File: config.mk
export PLATFORM = sky130hd
export DESIGN_NAME = motion_timer_pwm_capture
export DESIGN_NICKNAME = d
export VERILOG_FILES = /design/src/pkg/motion_timer_pkg.sv /design/src/design/motion_timer_pwm_capture.sv /design/src/design/deadband_output.sv
export VERILOG_INCLUDE_DIRS = /design/src /design/src/pkg
export SDC_FILE = /design/constraint.sdc
export NUM_CORES = 1
export LEC_CHECK = 0
export BUFFER_PORTS_ARGS = -buffer_cell sky130_fd_sc_hd__buf_2
export CELL_PAD_IN_SITES_DETAIL_PLACEMENT = 0
export CELL_PAD_IN_SITES_GLOBAL_PLACEMENT = 2
export CORE_ASPECT_RATIO = 1.75
export CORE_MARGIN = 8
export CORE_UTILIZATION = 42
export CTS_BUF_LIST = sky130_fd_sc_hd__clkbuf_4 sky130_fd_sc_hd__clkbuf_8
export DETAILED_ROUTE_END_ITERATION = 10
export GPL_ROUTABILITY_DRIVEN = 0
export GPL_TIMING_DRIVEN = 1
export PLACE_DENSITY_LB_ADDON = 0.2
export SYNTH_ARGS = -nofsm -noshare
export SYNTH_HDL_FRONTEND = slang
export SYNTH_SLANG_ARGS = --single-unit
export TNS_END_PERCENT = 20
File: constraint.sdc
create_clock -name CLOCK -period 11.9 [get_ports CLOCK]
set_input_delay 1.19 -clock CLOCK [delete_from_list [all_inputs] [get_ports CLOCK]]
set_output_delay 1.19 -clock CLOCK [all_outputs]
set_load 0.02 [all_outputs]
File: src/pkg/motion_timer_map.svh
// Purpose: Constants for the motion control unit: address window, capture status layout, timer limits.
// Assumes: 16-bit data-space addresses and 16-bit data words.
// Notes: Offsets and counts as macros; types live in motion_timer_pkg.
`ifndef MOTION_TIMER_MAP_SVH
`define MOTION_TIMER_MAP_SVH
`define UNIT_ADDR_LOW 16'h7400
`define UNIT_ADDR_HIGH 16'h7434
`define CAPTURE_STATUS_ADDR 16'h7422
`define CAPTURE_STATUS_LSB 8
`define CAPTURE_DATA_ADDR0 16'h7423
`define TIMER_COUNT_ADDR0 16'h7401
`define TIMER_MAX 16'hFFFF
`define TIMER_ZERO 16'h0000
`define QUEUE_EMPTY 2'h0
`define QUEUE_ONE 2'h1
`define QUEUE_TWO 2'h2
`define QUEUE_OVER 2'h3
`define DEADBAND_RESET 8'h00
`endif

File: src/pkg/motion_timer_pkg.sv
// Purpose: Types for the motion control unit.
// Assumes: Nothing beyond the map header.
// Notes: Output actions and timer count modes.
package motion_timer_pkg;
  typedef enum logic [1:0] {FORCE_LOW, ACTIVE_LOW, ACTIVE_HIGH, FORCE_HIGH} action_type;
  typedef enum logic [1:0] {MODE_HOLD, MODE_DIRECTION, MODE_QUADRATURE, MODE_FREE} count_mode_type;
endpackage

File: src/design/motion_timer_pwm_capture.sv
// Purpose: Motion control unit core: address decode, timers, capture queues, PWM pairs.
// Assumes: Core bus is synchronous, 16-bit, single-cycle strobes.
// Notes: Read data is registered one cycle after the strobe.
`timescale 1ns/1ps
`include "motion_timer_map.svh"
module motion_timer_pwm_capture #(
  parameter int NUM_TIMERS = 3,
  parameter int NUM_CAPTURE = 4,
  parameter int NUM_PWM = 3,
  parameter int DB_WIDTH = 8
) (
  input wire logic CLOCK,
  input wire logic RST_N,
  input wire logic [15:0] ADDR,
  input wire logic RD_STROBE,
  input wire logic DIRECTION_IN,
  input wire logic [NUM_TIMERS-1:0] TIMER_RUN,
  input motion_timer_pkg::count_mode_type TIMER_MODE [NUM_TIMERS],
  input wire logic [NUM_CAPTURE-1:0] CAPTURE_EVENT,
  input wire logic [NUM_PWM-1:0] COMPARE_RAW,
  input motion_timer_pkg::action_type PWM_ACTION [NUM_PWM],
  input wire logic DEADBAND_ON,
  input wire logic [DB_WIDTH-1:0] DEADBAND_LEN,
  output logic UNIT_SELECT,
  output logic [15:0] READ_DATA,
  output logic [NUM_TIMERS*16-1:0] TIMER_COUNT,
  output logic [NUM_PWM-1:0] PWM_A,
  output logic [NUM_PWM-1:0] PWM_B
);
  import motion_timer_pkg::*;

  // ----------------------------------------
  // Address decode
  // ----------------------------------------
  function automatic logic in_unit(input logic [15:0] a);
    // Full 16-bit compare: upper aliases fall outside
    in_unit = (a >= `UNIT_ADDR_LOW) && (a <= `UNIT_ADDR_HIGH);
  endfunction

  wire hit = RD_STROBE && in_unit(ADDR);
  wire status_hit = hit && (ADDR == `CAPTURE_STATUS_ADDR);
  logic [NUM_CAPTURE-1:0] pop;

  // ----------------------------------------
  // General purpose timers
  // ----------------------------------------
  logic [15:0] count_reg [NUM_TIMERS];
  genvar t;
  generate
    for (t = 0; t < NUM_TIMERS; t++) begin : g_timer
      wire wraps = (TIMER_MODE[t] == MODE_QUADRATURE) ||
                   ((TIMER_MODE[t] == MODE_DIRECTION) && (t == 1));
      wire at_max = count_reg[t] == `TIMER_MAX;
      wire at_zero = count_reg[t] == `TIMER_ZERO;
      logic [15:0] count_next;
      always_comb begin
        count_next = count_reg[t];
        if (TIMER_RUN[t] && TIMER_MODE[t] != MODE_HOLD) begin
          if (TIMER_MODE[t] == MODE_FREE) begin
            count_next = count_reg[t] + 16'h0001;
          end else if (DIRECTION_IN) begin
            if (!at_max || wraps) begin
              count_next = count_reg[t] + 16'h0001;
            end
          end else if (!at_zero || wraps) begin
            count_next = count_reg[t] - 16'h0001;
          end
        end
      end
      always_ff @(posedge CLOCK) begin
        if (!RST_N) begin
          count_reg[t] <= `TIMER_ZERO;
        end else begin
          count_reg[t] <= count_next;
        end
      end
      assign TIMER_COUNT[t*16 +: 16] = count_reg[t];
      chk_wrap_down: assert property (@(posedge CLOCK) disable iff (!RST_N)
        (wraps && TIMER_RUN[t] && !DIRECTION_IN && at_zero) |=> (count_reg[t] == `TIMER_MAX))
        else $error("down wrap missed");
      chk_wrap_up: assert property (@(posedge CLOCK) disable iff (!RST_N)
        (wraps && TIMER_RUN[t] && DIRECTION_IN && at_max) |=> (count_reg[t] == `TIMER_ZERO))
        else $error("up wrap missed");
      chk_hold_sat: assert property (@(posedge CLOCK) disable iff (!RST_N)
        (!wraps && TIMER_MODE[t] == MODE_DIRECTION && !DIRECTION_IN && at_zero) |=> at_zero)
        else $error("saturation lost");
    end
  endgenerate

  // ----------------------------------------
  // Capture queues, two entries each
  // ----------------------------------------
  logic [1:0] status_reg [NUM_CAPTURE];
  logic [15:0] entry_reg [NUM_CAPTURE][2];
  genvar c;
  generate
    for (c = 0; c < NUM_CAPTURE; c++) begin : g_capture
      assign pop[c] = hit && (ADDR == `CAPTURE_DATA_ADDR0 + 16'(c));
      wire cap = CAPTURE_EVENT[c];
      logic [1:0] status_next;
      always_comb begin
        status_next = status_reg[c];
        case (status_reg[c])
          `QUEUE_EMPTY: status_next = cap ? `QUEUE_ONE : `QUEUE_EMPTY;
          `QUEUE_ONE: status_next = (cap && !pop[c]) ? `QUEUE_TWO : (pop[c] && !cap ? `QUEUE_EMPTY : `QUEUE_ONE);
          `QUEUE_TWO: status_next = (cap && !pop[c]) ? `QUEUE_OVER : (pop[c] && !cap ? `QUEUE_ONE : `QUEUE_TWO);
          default: status_next = pop[c] ? (cap ? `QUEUE_TWO : `QUEUE_ONE) : `QUEUE_OVER;
        endcase
      end
      always_ff @(posedge CLOCK) begin
        if (!RST_N) begin
          status_reg[c] <= `QUEUE_EMPTY;
          entry_reg[c][0] <= 16'h0000;
          entry_reg[c][1] <= 16'h0000;
        end else begin
          status_reg[c] <= status_next;
          // Entry 0 is the oldest; a pop shifts entry 1 down before any new capture lands
          if (pop[c] && cap) begin
            entry_reg[c][0] <= (status_reg[c] <= `QUEUE_ONE) ? count_reg[0] : entry_reg[c][1];
            entry_reg[c][1] <= count_reg[0];
          end else if (pop[c]) begin
            entry_reg[c][0] <= entry_reg[c][1];
          end else if (cap) begin
            if (status_reg[c] == `QUEUE_EMPTY) begin
              entry_reg[c][0] <= count_reg[0];
            end else begin
              entry_reg[c][1] <= count_reg[0];
            end
          end
        end
      end
      chk_coincide_keep: assert property (@(posedge CLOCK) disable iff (!RST_N)
        (status_reg[c] == `QUEUE_OVER && cap && pop[c]) |=> (status_reg[c] == `QUEUE_TWO))
        else $error("second capture lost");
      chk_second_entry: assert property (@(posedge CLOCK) disable iff (!RST_N)
        (status_reg[c] == `QUEUE_TWO && pop[c] && !cap) |=> (entry_reg[c][0] == $past(entry_reg[c][1])))
        else $error("second entry not presented");
    end
  endgenerate

  // ----------------------------------------
  // Read data
  // ----------------------------------------
  logic [15:0] status_word;
  logic [15:0] pop_word;
  always_comb begin
    status_word = 16'h0000;
    pop_word = 16'h0000;
    for (int i = 0; i < NUM_CAPTURE; i++) begin
      status_word[`CAPTURE_STATUS_LSB + 2*i +: 2] = status_reg[i];
      if (pop[i]) begin
        pop_word = entry_reg[i][0];
      end
    end
  end
  wire [15:0] timer_word = (ADDR >= `TIMER_COUNT_ADDR0 && ADDR < `TIMER_COUNT_ADDR0 + 16'(NUM_TIMERS)) ?
    count_reg[2'(ADDR - `TIMER_COUNT_ADDR0)] : 16'h0000;
  wire [15:0] read_next = status_hit ? status_word : (|pop ? pop_word : timer_word);

  always_ff @(posedge CLOCK) begin
    if (!RST_N) begin
      UNIT_SELECT <= 1'b0;
      READ_DATA <= 16'h0000;
    end else begin
      UNIT_SELECT <= hit;
      READ_DATA <= hit ? read_next : 16'h0000;
    end
  end
  chk_alias_reject: assert property (@(posedge CLOCK) disable iff (!RST_N)
    (RD_STROBE && ADDR[15:12] == 4'hF) |=> !UNIT_SELECT) else $error("alias decoded");
  chk_window_accept: assert property (@(posedge CLOCK) disable iff (!RST_N)
    (RD_STROBE && ADDR >= 16'h7400 && ADDR <= 16'h7434) |=> UNIT_SELECT) else $error("window access missed");

  // ----------------------------------------
  // PWM pairs
  // ----------------------------------------
  genvar p;
  generate
    for (p = 0; p < NUM_PWM; p++) begin : g_pwm
      deadband_output #(.DB_WIDTH(DB_WIDTH)) u_pair (
        .clock(CLOCK),
        .rst_n(RST_N),
        .compare_raw(COMPARE_RAW[p]),
        .action(PWM_ACTION[p]),
        .deadband_on(DEADBAND_ON),
        .deadband_len(DEADBAND_LEN),
        .out_a(PWM_A[p]),
        .out_b(PWM_B[p])
      );
    end
  endgenerate
endmodule

File: src/design/deadband_output.sv
// Purpose: One PWM channel pair with action control and dead-band delay.
// Assumes: Raw compare state arrives one bit per cycle.
// Notes: Dead-band restarts on every edge of the raw signal.
`timescale 1ns/1ps
`include "motion_timer_map.svh"
module deadband_output #(
  parameter int DB_WIDTH = 8
) (
  input wire logic clock,
  input wire logic rst_n,
  input wire logic compare_raw,
  input motion_timer_pkg::action_type action,
  input wire logic deadband_on,
  input wire logic [DB_WIDTH-1:0] deadband_len,
  output logic out_a,
  output logic out_b
);
  import motion_timer_pkg::*;
  logic raw_reg;
  logic [DB_WIDTH-1:0] db_reg;
  logic [DB_WIDTH-1:0] db_next;
  logic forced;
  logic active_level;
  logic db_busy;
  logic raw_edge;
  // Active level is recomputed from the live raw state, so leaving a force always lands correctly
  assign forced = (action == FORCE_LOW) || (action == FORCE_HIGH);
  assign active_level = (action == ACTIVE_LOW) ? ~compare_raw : compare_raw;
  assign raw_edge = compare_raw != raw_reg;
  // The edge cycle itself counts as dead time, so no output rises before the delay has run
  assign db_busy = deadband_on && (raw_edge ? (deadband_len != '0) : (db_reg > DB_WIDTH'(1)));
  // A short pulse restarts the counter on its falling edge too: both outputs stay off, no glitch
  assign db_next = raw_edge ? deadband_len : (db_reg != '0 ? db_reg - 1'b1 : db_reg);
  always_ff @(posedge clock) begin
    if (!rst_n) begin
      raw_reg <= 1'b0;
      db_reg <= DB_WIDTH'(`DEADBAND_RESET);
      out_a <= 1'b0;
      out_b <= 1'b0;
    end else begin
      raw_reg <= compare_raw;
      db_reg <= db_next;
      if (forced) begin
        out_a <= (action == FORCE_HIGH);
        out_b <= (action == FORCE_HIGH);
      end else begin
        out_a <= db_busy ? 1'b0 : active_level;
        out_b <= db_busy ? 1'b0 : ~active_level;
      end
    end
  end
  chk_force_follow: assert property (@(posedge clock) disable iff (!rst_n)
    (action == FORCE_HIGH) |=> (out_a && out_b)) else $error("forced high not applied");
  chk_deadband_gap: assert property (@(posedge clock) disable iff (!rst_n)
    (!forced && db_busy) |=> (!out_a && !out_b)) else $error("output during dead-band");
endmodule

### Yosys cells after proc, flatten, opt, wreduce, memory -nomap -nowiden

Memories as Yosys holds them, arrays and structs flattened.
Cells that the tools add are included.

| word-level totals | value |
|---|---|
| logic and storage cells | 366 |
| memories kept | 3 |
| input port bits | 51 |
| bits in registers | 50 |
| RAM bits | 184 |

| cells by class | value |
|---|---|
| equality and inequality tests | 32 |
| magnitude comparators | 11 |
| mux-type cells | 187 |
| add/sub/neg operators | 10 |
| reductions and logical operators | 73 |
| bitwise logic cells | 35 |

Memory list:

| name | depth | bits a word | rd ports | clocked after memory_dff | wr ports | line | RTL |
|---|---|---|---|---|---|---|---|
| entry_reg | 4 | 32 | 4 | 0 | 4 | motion_timer_pwm_capture.sv:94 | `logic [15:0] entry_reg [NUM_CAPTURE][2];` |
| count_reg | 3 | 16 | 4 | 0 | 3 | motion_timer_pwm_capture.sv:47 | `logic [15:0] count_reg [NUM_TIMERS];` |
| status_reg | 4 | 2 | 4 | 0 | 4 | motion_timer_pwm_capture.sv:93 | `logic [1:0] status_reg [NUM_CAPTURE];` |

Operators by type and width:

| operator | count |
|---|---|
| $mux 16 | 49 |
| $mux 1 | 104 |
| $eq 16x15->1 const B | 5 |
| $add 16x1->16 const B | 3 |
| $eq 16x16->1 const B | 3 |
| $logic_not 16->1 | 3 |
| $mux 2 | 24 |
| $mux 8 | 6 |
| $sub 16x1->16 const B | 3 |
| $ge 16x15->1 const B | 2 |
| $reduce_bool 8->1 | 4 |
| $or 1x1->1 | 27 |
| $eq 2x2->1 const B | 13 |
| $logic_and 1x1->1 | 26 |
| $gt 8x1->1 const B | 3 |
| $pmux 2 s3 | 4 |
| $sub 8x1->8 const B | 3 |
| $eq 2x1->1 const B | 8 |
| $le 16x15->1 const B | 1 |
| $lt 16x15->1 const B | 1 |
| $logic_not 1->1 | 14 |
| $logic_not 2->1 | 7 |
| $reduce_bool 2->1 | 6 |
| $logic_or 1x1->1 | 10 |
| other kinds (7) | 19 |

### Depth between registers and ports, before layout

| logic depth | value |
|---|---|
| word-level depth | 11 |
| mapped depth | 15 |
| depth with buffers taken out | 11 |

### By module

Synthesis repeated with hierarchy kept, for this count alone.

| unflattened totals | value |
|---|---|
| cell total of the unflattened synthesis | 1352 |
| area, all modules | 12962.4 um^2 |

By module, submodules not included:

| module | times used | seq. area each (um^2) | cells each | area an instance (um^2) |
|---|---|---|---|---|
| motion_timer_pwm_capture | 1 | 5305.1 | 1142 | 11078.1 |
| deadband_output | 3 | 220.2 | 70 | 628.1 |

### Worst setup path after synthesis

OpenSTA, ideal clock, no wires.

| timing path | value |
|---|---|
| kind | input-to-reg |
| start | input port ADDR[0] |
| end | memory entry_reg[3][21] (netlist name), data pin |
| arrival time | 4409 ps |
| stages | 15 |
| setup time | 257 ps |
| slack | 7235 ps |
| buffers on the path | 4 |
| cells stage by stage | clkbuf_1 buf_1 inv_1 ha_1 nand3b_1 or3_1 inv_1 clkbuf_1 ha_1 inv_1 nand3_1 o21ai_1 buf_2 mux2i_1 nor2_1 |

RTL lines:

| element | line | RTL |
|---|---|---|
| from (decl) | motion_timer_pwm_capture.sv:14 | `input wire logic [15:0] ADDR,` |
| to (decl) | motion_timer_pwm_capture.sv:94 |  |

==> flow_summary_export.csv <==
group,metric,value,unit
global_routing,antenna_found_initial,1,
synthesis,ys_ff_latch,234,
synthesis,ys_types,73,
global_routing,grt-busiest-layer,"met2",
route,drc,0,
placed_design,dp_hpwl,32200,um
cts,holdBufCountCts,0,
finish,drive_above_1_share,0.149,
timing,tightest_slew,1.23,ns
timing,drv_slew,0,
min_path,hold-path-endpoint,"g_pwm[2].u_pair.db_reg[7]$_SDFFE_PN0P_",
timing,setup_tns,0,ns
timing,fmax,219,MHz
cts,cts_tree,"yes",
power_and_ir_drop,p_leak,0.00567,uW
timing,fin_crit,4.56,ns
finish,area_delta_synth_final,12.1,%
setup_path,reg2reg_from,"count_reg[0][4]$_SDFFE_PN0P_",
synthesis,synthDominantCellAreaShare,0.288,
finish,multiInputGateArea,6780,um^2
cts,cts_resized,0,
setup_path,critical_path_arrival,4.95,ns
setup_path,r2r-end,"count_reg[0][1]$_SDFFE_PN0P_",
power_and_ir_drop,p_clk_frac,0.351,
synthesis,async_reset_ff_frac,0,
die,core,31400,um^2
synthesis,syn_area_per_cell,9.20,um^2
min_path,worstHoldPathType,"register to register",
cts,cts_buffers,39,
setup_path,start_kind,"input port",
power_and_ir_drop,peakVddDrop,0.000100,V
finish,stdcell_area,15000,um^2
placed_design,placed_cell_area,14200,um^2
route,vias,11600,
synthesis,synth-edff-count,128,
finish,nets,1622,
synthesis,synth_area,13400,um^2
route,vias_per_cell,5.95,
synthesis,ys_seq_area_frac,0.446,
global_routing,grt_use_met2,0.423,
placed_design,portBuffers,121,
cts,path_clk_slew,0.06,ns
die,rows,86,
setup_path,crit_required,12.29,ns
global_routing,grtUsageMet3,0.0289,
global_routing,grt_overflow,0,
global_routing,grt_pass1_vias,11400,
timing,grt_setup_unrepaired,"no",
global_routing,grt_use_met1,0.261,
cts,cts.sinks,234,
synthesis,syn_inst,1452,
timing,fin_skew,0.0258,ns
finish,largest_reg_flops,128,
setup_path,r2r_cells,5,
finish,seqCellArea,5970,um^2
power_and_ir_drop,pwr-share-seq,0.467,
cts,cts_max_path_buffers,3,
min_path,whs_path_depth,2,
cts,root_buffer,"clkbuf_8",
timing,slew-limit-headroom,0.172,
power_and_ir_drop,sw_frac_of_total,0.310,
route,wl_per_cell,22.9,um
power_and_ir_drop,power.internal,1460,uW
timing,holdWs,0.535,ns
route,dr.pass1.iters,7,
cts,postCtsSetupBuffers,0,
setup_path,criticalPathCategory,"input port to register",
timing,finalHoldViolCount,0,
die,die_w,151,um
synthesis,yosysTopAreaCell,"edfxtp_1",
synthesis,syn_nets,1550,
power_and_ir_drop,combPwrFrac,0.182,
power_and_ir_drop,power_switching,658,uW
global_routing,grt_max_degree,52,
status,status,"complete, no violations",
route,ant_nets,0,
setup_path,crit_fanout,16,
power_and_ir_drop,p_per_area,142,nW/um^2
timing,setup_viol_count_final,0,
cts,cts.htree.levels,2,
setup_path,end_kind,"register",
die,die_area,38000,um^2
setup_path,reg2reg_slack,8.81,ns
timing,fin_crit_sh,0.383,
flow_run,drv_cap,0,
finish,num-fill-cells,3054,
global_routing,grt_pass1_wl,68200,um
synthesis,synth_area_leaders,"edfxtp_1, dfxtp_1, a21oi_1",
die,ioPinCount,122,
route,drt_iter0_markers,695,
synthesis,yosysWarnings,0,
min_path,hp-start,"g_pwm[2].u_pair.db_reg[7]$_SDFFE_PN0P_",
synthesis,ys.flop_type,"edfxtp_1",
global_routing,grtUsageTotal,0.234,
route,wl,44700,um
die,initial_utilization,0.425,
cts,clk_latency,0.56,ns
die,die_y,252,um
worst max-delay path, cell delays in order:
cell and delay [ns]:
buf_2 0.10, or4_4 0.59, nor4_1 0.85, nand2_1 0.44, inv_1 0.28, ha_1 0.25, nor2b_1 0.09, and3_1 0.19
o21ai_1 0.65, nand3_1 0.15, a21oi_1 0.18
placed cells by master, fill, tap and decap left out, types with 10 or more instances in the layout:
cell and n:
a31oi_1 12, o211ai_1 15, mux2i_1 48, buf_4 24, clkbuf_8 42, nor4_1 24
a211oi_1 25, a21oi_1 167, clkbuf_4 13, dfxtp_1 106, or3_1 12, buf_2 121
a32oi_1 10, nor3_1 28, a22oi_1 18, nand2_1 87, edfxtp_1 128, nand2b_1 18
nor2_1 101, or4_1 42, and2_1 72, inv_1 39, ha_1 47, nand3b_1 23
nand4_1 10, nand3_1 55, xnor2_1 12, o21ai_0 84, o31ai_1 32
metrics by stage:
stage                util  total power [uW]  worst slack [ns]  cells
finish              0.477              2120              7.34   1950
global route        0.477              2220              7.11   1950
CTS                 0.476              2140              7.44   1949
detailed placement  0.451              1390              6.87   1879
global placement    0.451              1390              6.91   1879
floorplan               -              1250              7.23   1452
layer usage:
layer  up-vias  wire length [um]
met3        98              1940
li1       5584                 -
met2       334             23600
met4         0              2140
met1      5595             17100
met5         -                 0
synthesized netlist by cell type (all sizes together), types with 4 or more instances:
| library cell | instances |
|---|---|
| o21a | 4 |
| or3 | 12 |
| a32oi | 10 |
| mux2i | 48 |
| or4 | 45 |
| nand2b | 18 |
| a211oi | 25 |
| dfxtp | 106 |
| a22oi | 18 |
| nor3 | 28 |
| nand3b | 23 |
| nand2 | 87 |
| o31ai | 35 |
| nand4 | 10 |
| a21o | 5 |
| xnor2 | 12 |
| nor2 | 101 |
| nor3b | 11 |
| and3 | 8 |
| a31oi | 12 |
| nand3 | 55 |
| ha | 47 |
| or3b | 4 |
| and4 | 5 |
| o2111ai | 9 |
| o21ai | 88 |
| nor2b | 6 |
| clkbuf | 90 |
| nor4 | 27 |
| a21oi | 167 |
| nor4b | 6 |
| a221oi | 4 |
| and2 | 72 |
| xor2 | 9 |
| inv | 40 |
| o211ai | 15 |
| buf | 24 |
| edfxtp | 128 |
power by group through the flow:
stage | sequential [uW] | clock, uW | combinational (uW)
after global routing | 998 | 791 | 428
after floorplan | 982 | 0 | 271
after global placement | 1010 | 0 | 382
after detailed placement | 1010 | 0 | 385
after CTS | 989 | 767 | 388
final | 990 | 746 | 386
worst max-delay path by stage:
stage	from	to	slack, ns	depth (start not counted)
final	ADDR[7]	entry_reg[2][31]$_SDFFCE_PN0P_	7.34	11
after global routing	ADDR[7]	entry_reg[2][27]$_SDFFCE_PN0P_	7.11	11
after CTS	ADDR[7]	entry_reg[2][29]$_SDFFCE_PN0P_	7.44	11
after detailed placement	ADDR[7]	entry_reg[2][29]$_SDFFCE_PN0P_	6.87	11
after global placement	ADDR[7]	entry_reg[2][16]$_SDFFCE_PN0P_	6.91	11
after floorplan	ADDR[0]	entry_reg[3][21]$_DFFE_PP_	7.23	15
cells by family after synthesis:
family	Yosys count	synth area share
AOI/OAI and AO/OA	420	0.193
muxes	49	0.0368
buffers and inverters	154	0.0471
and+or+nand+nor	527	0.219
DFF	234	0.446
xor gates and xnor gates	21	0.0138
adders and majority gates	47	0.0440
final cells by class:
class                   count  share of cell area
clock inverters            15             0.00785
clock buffers              55              0.0451
diodes                      1            0.000167
multi-input cells        1064               0.453
flip-flops and latches    234               0.398
inverters                  40              0.0100
well taps                 396              0.0331
repair buffers            145              0.0525
(Power assumes the default switching activity.)
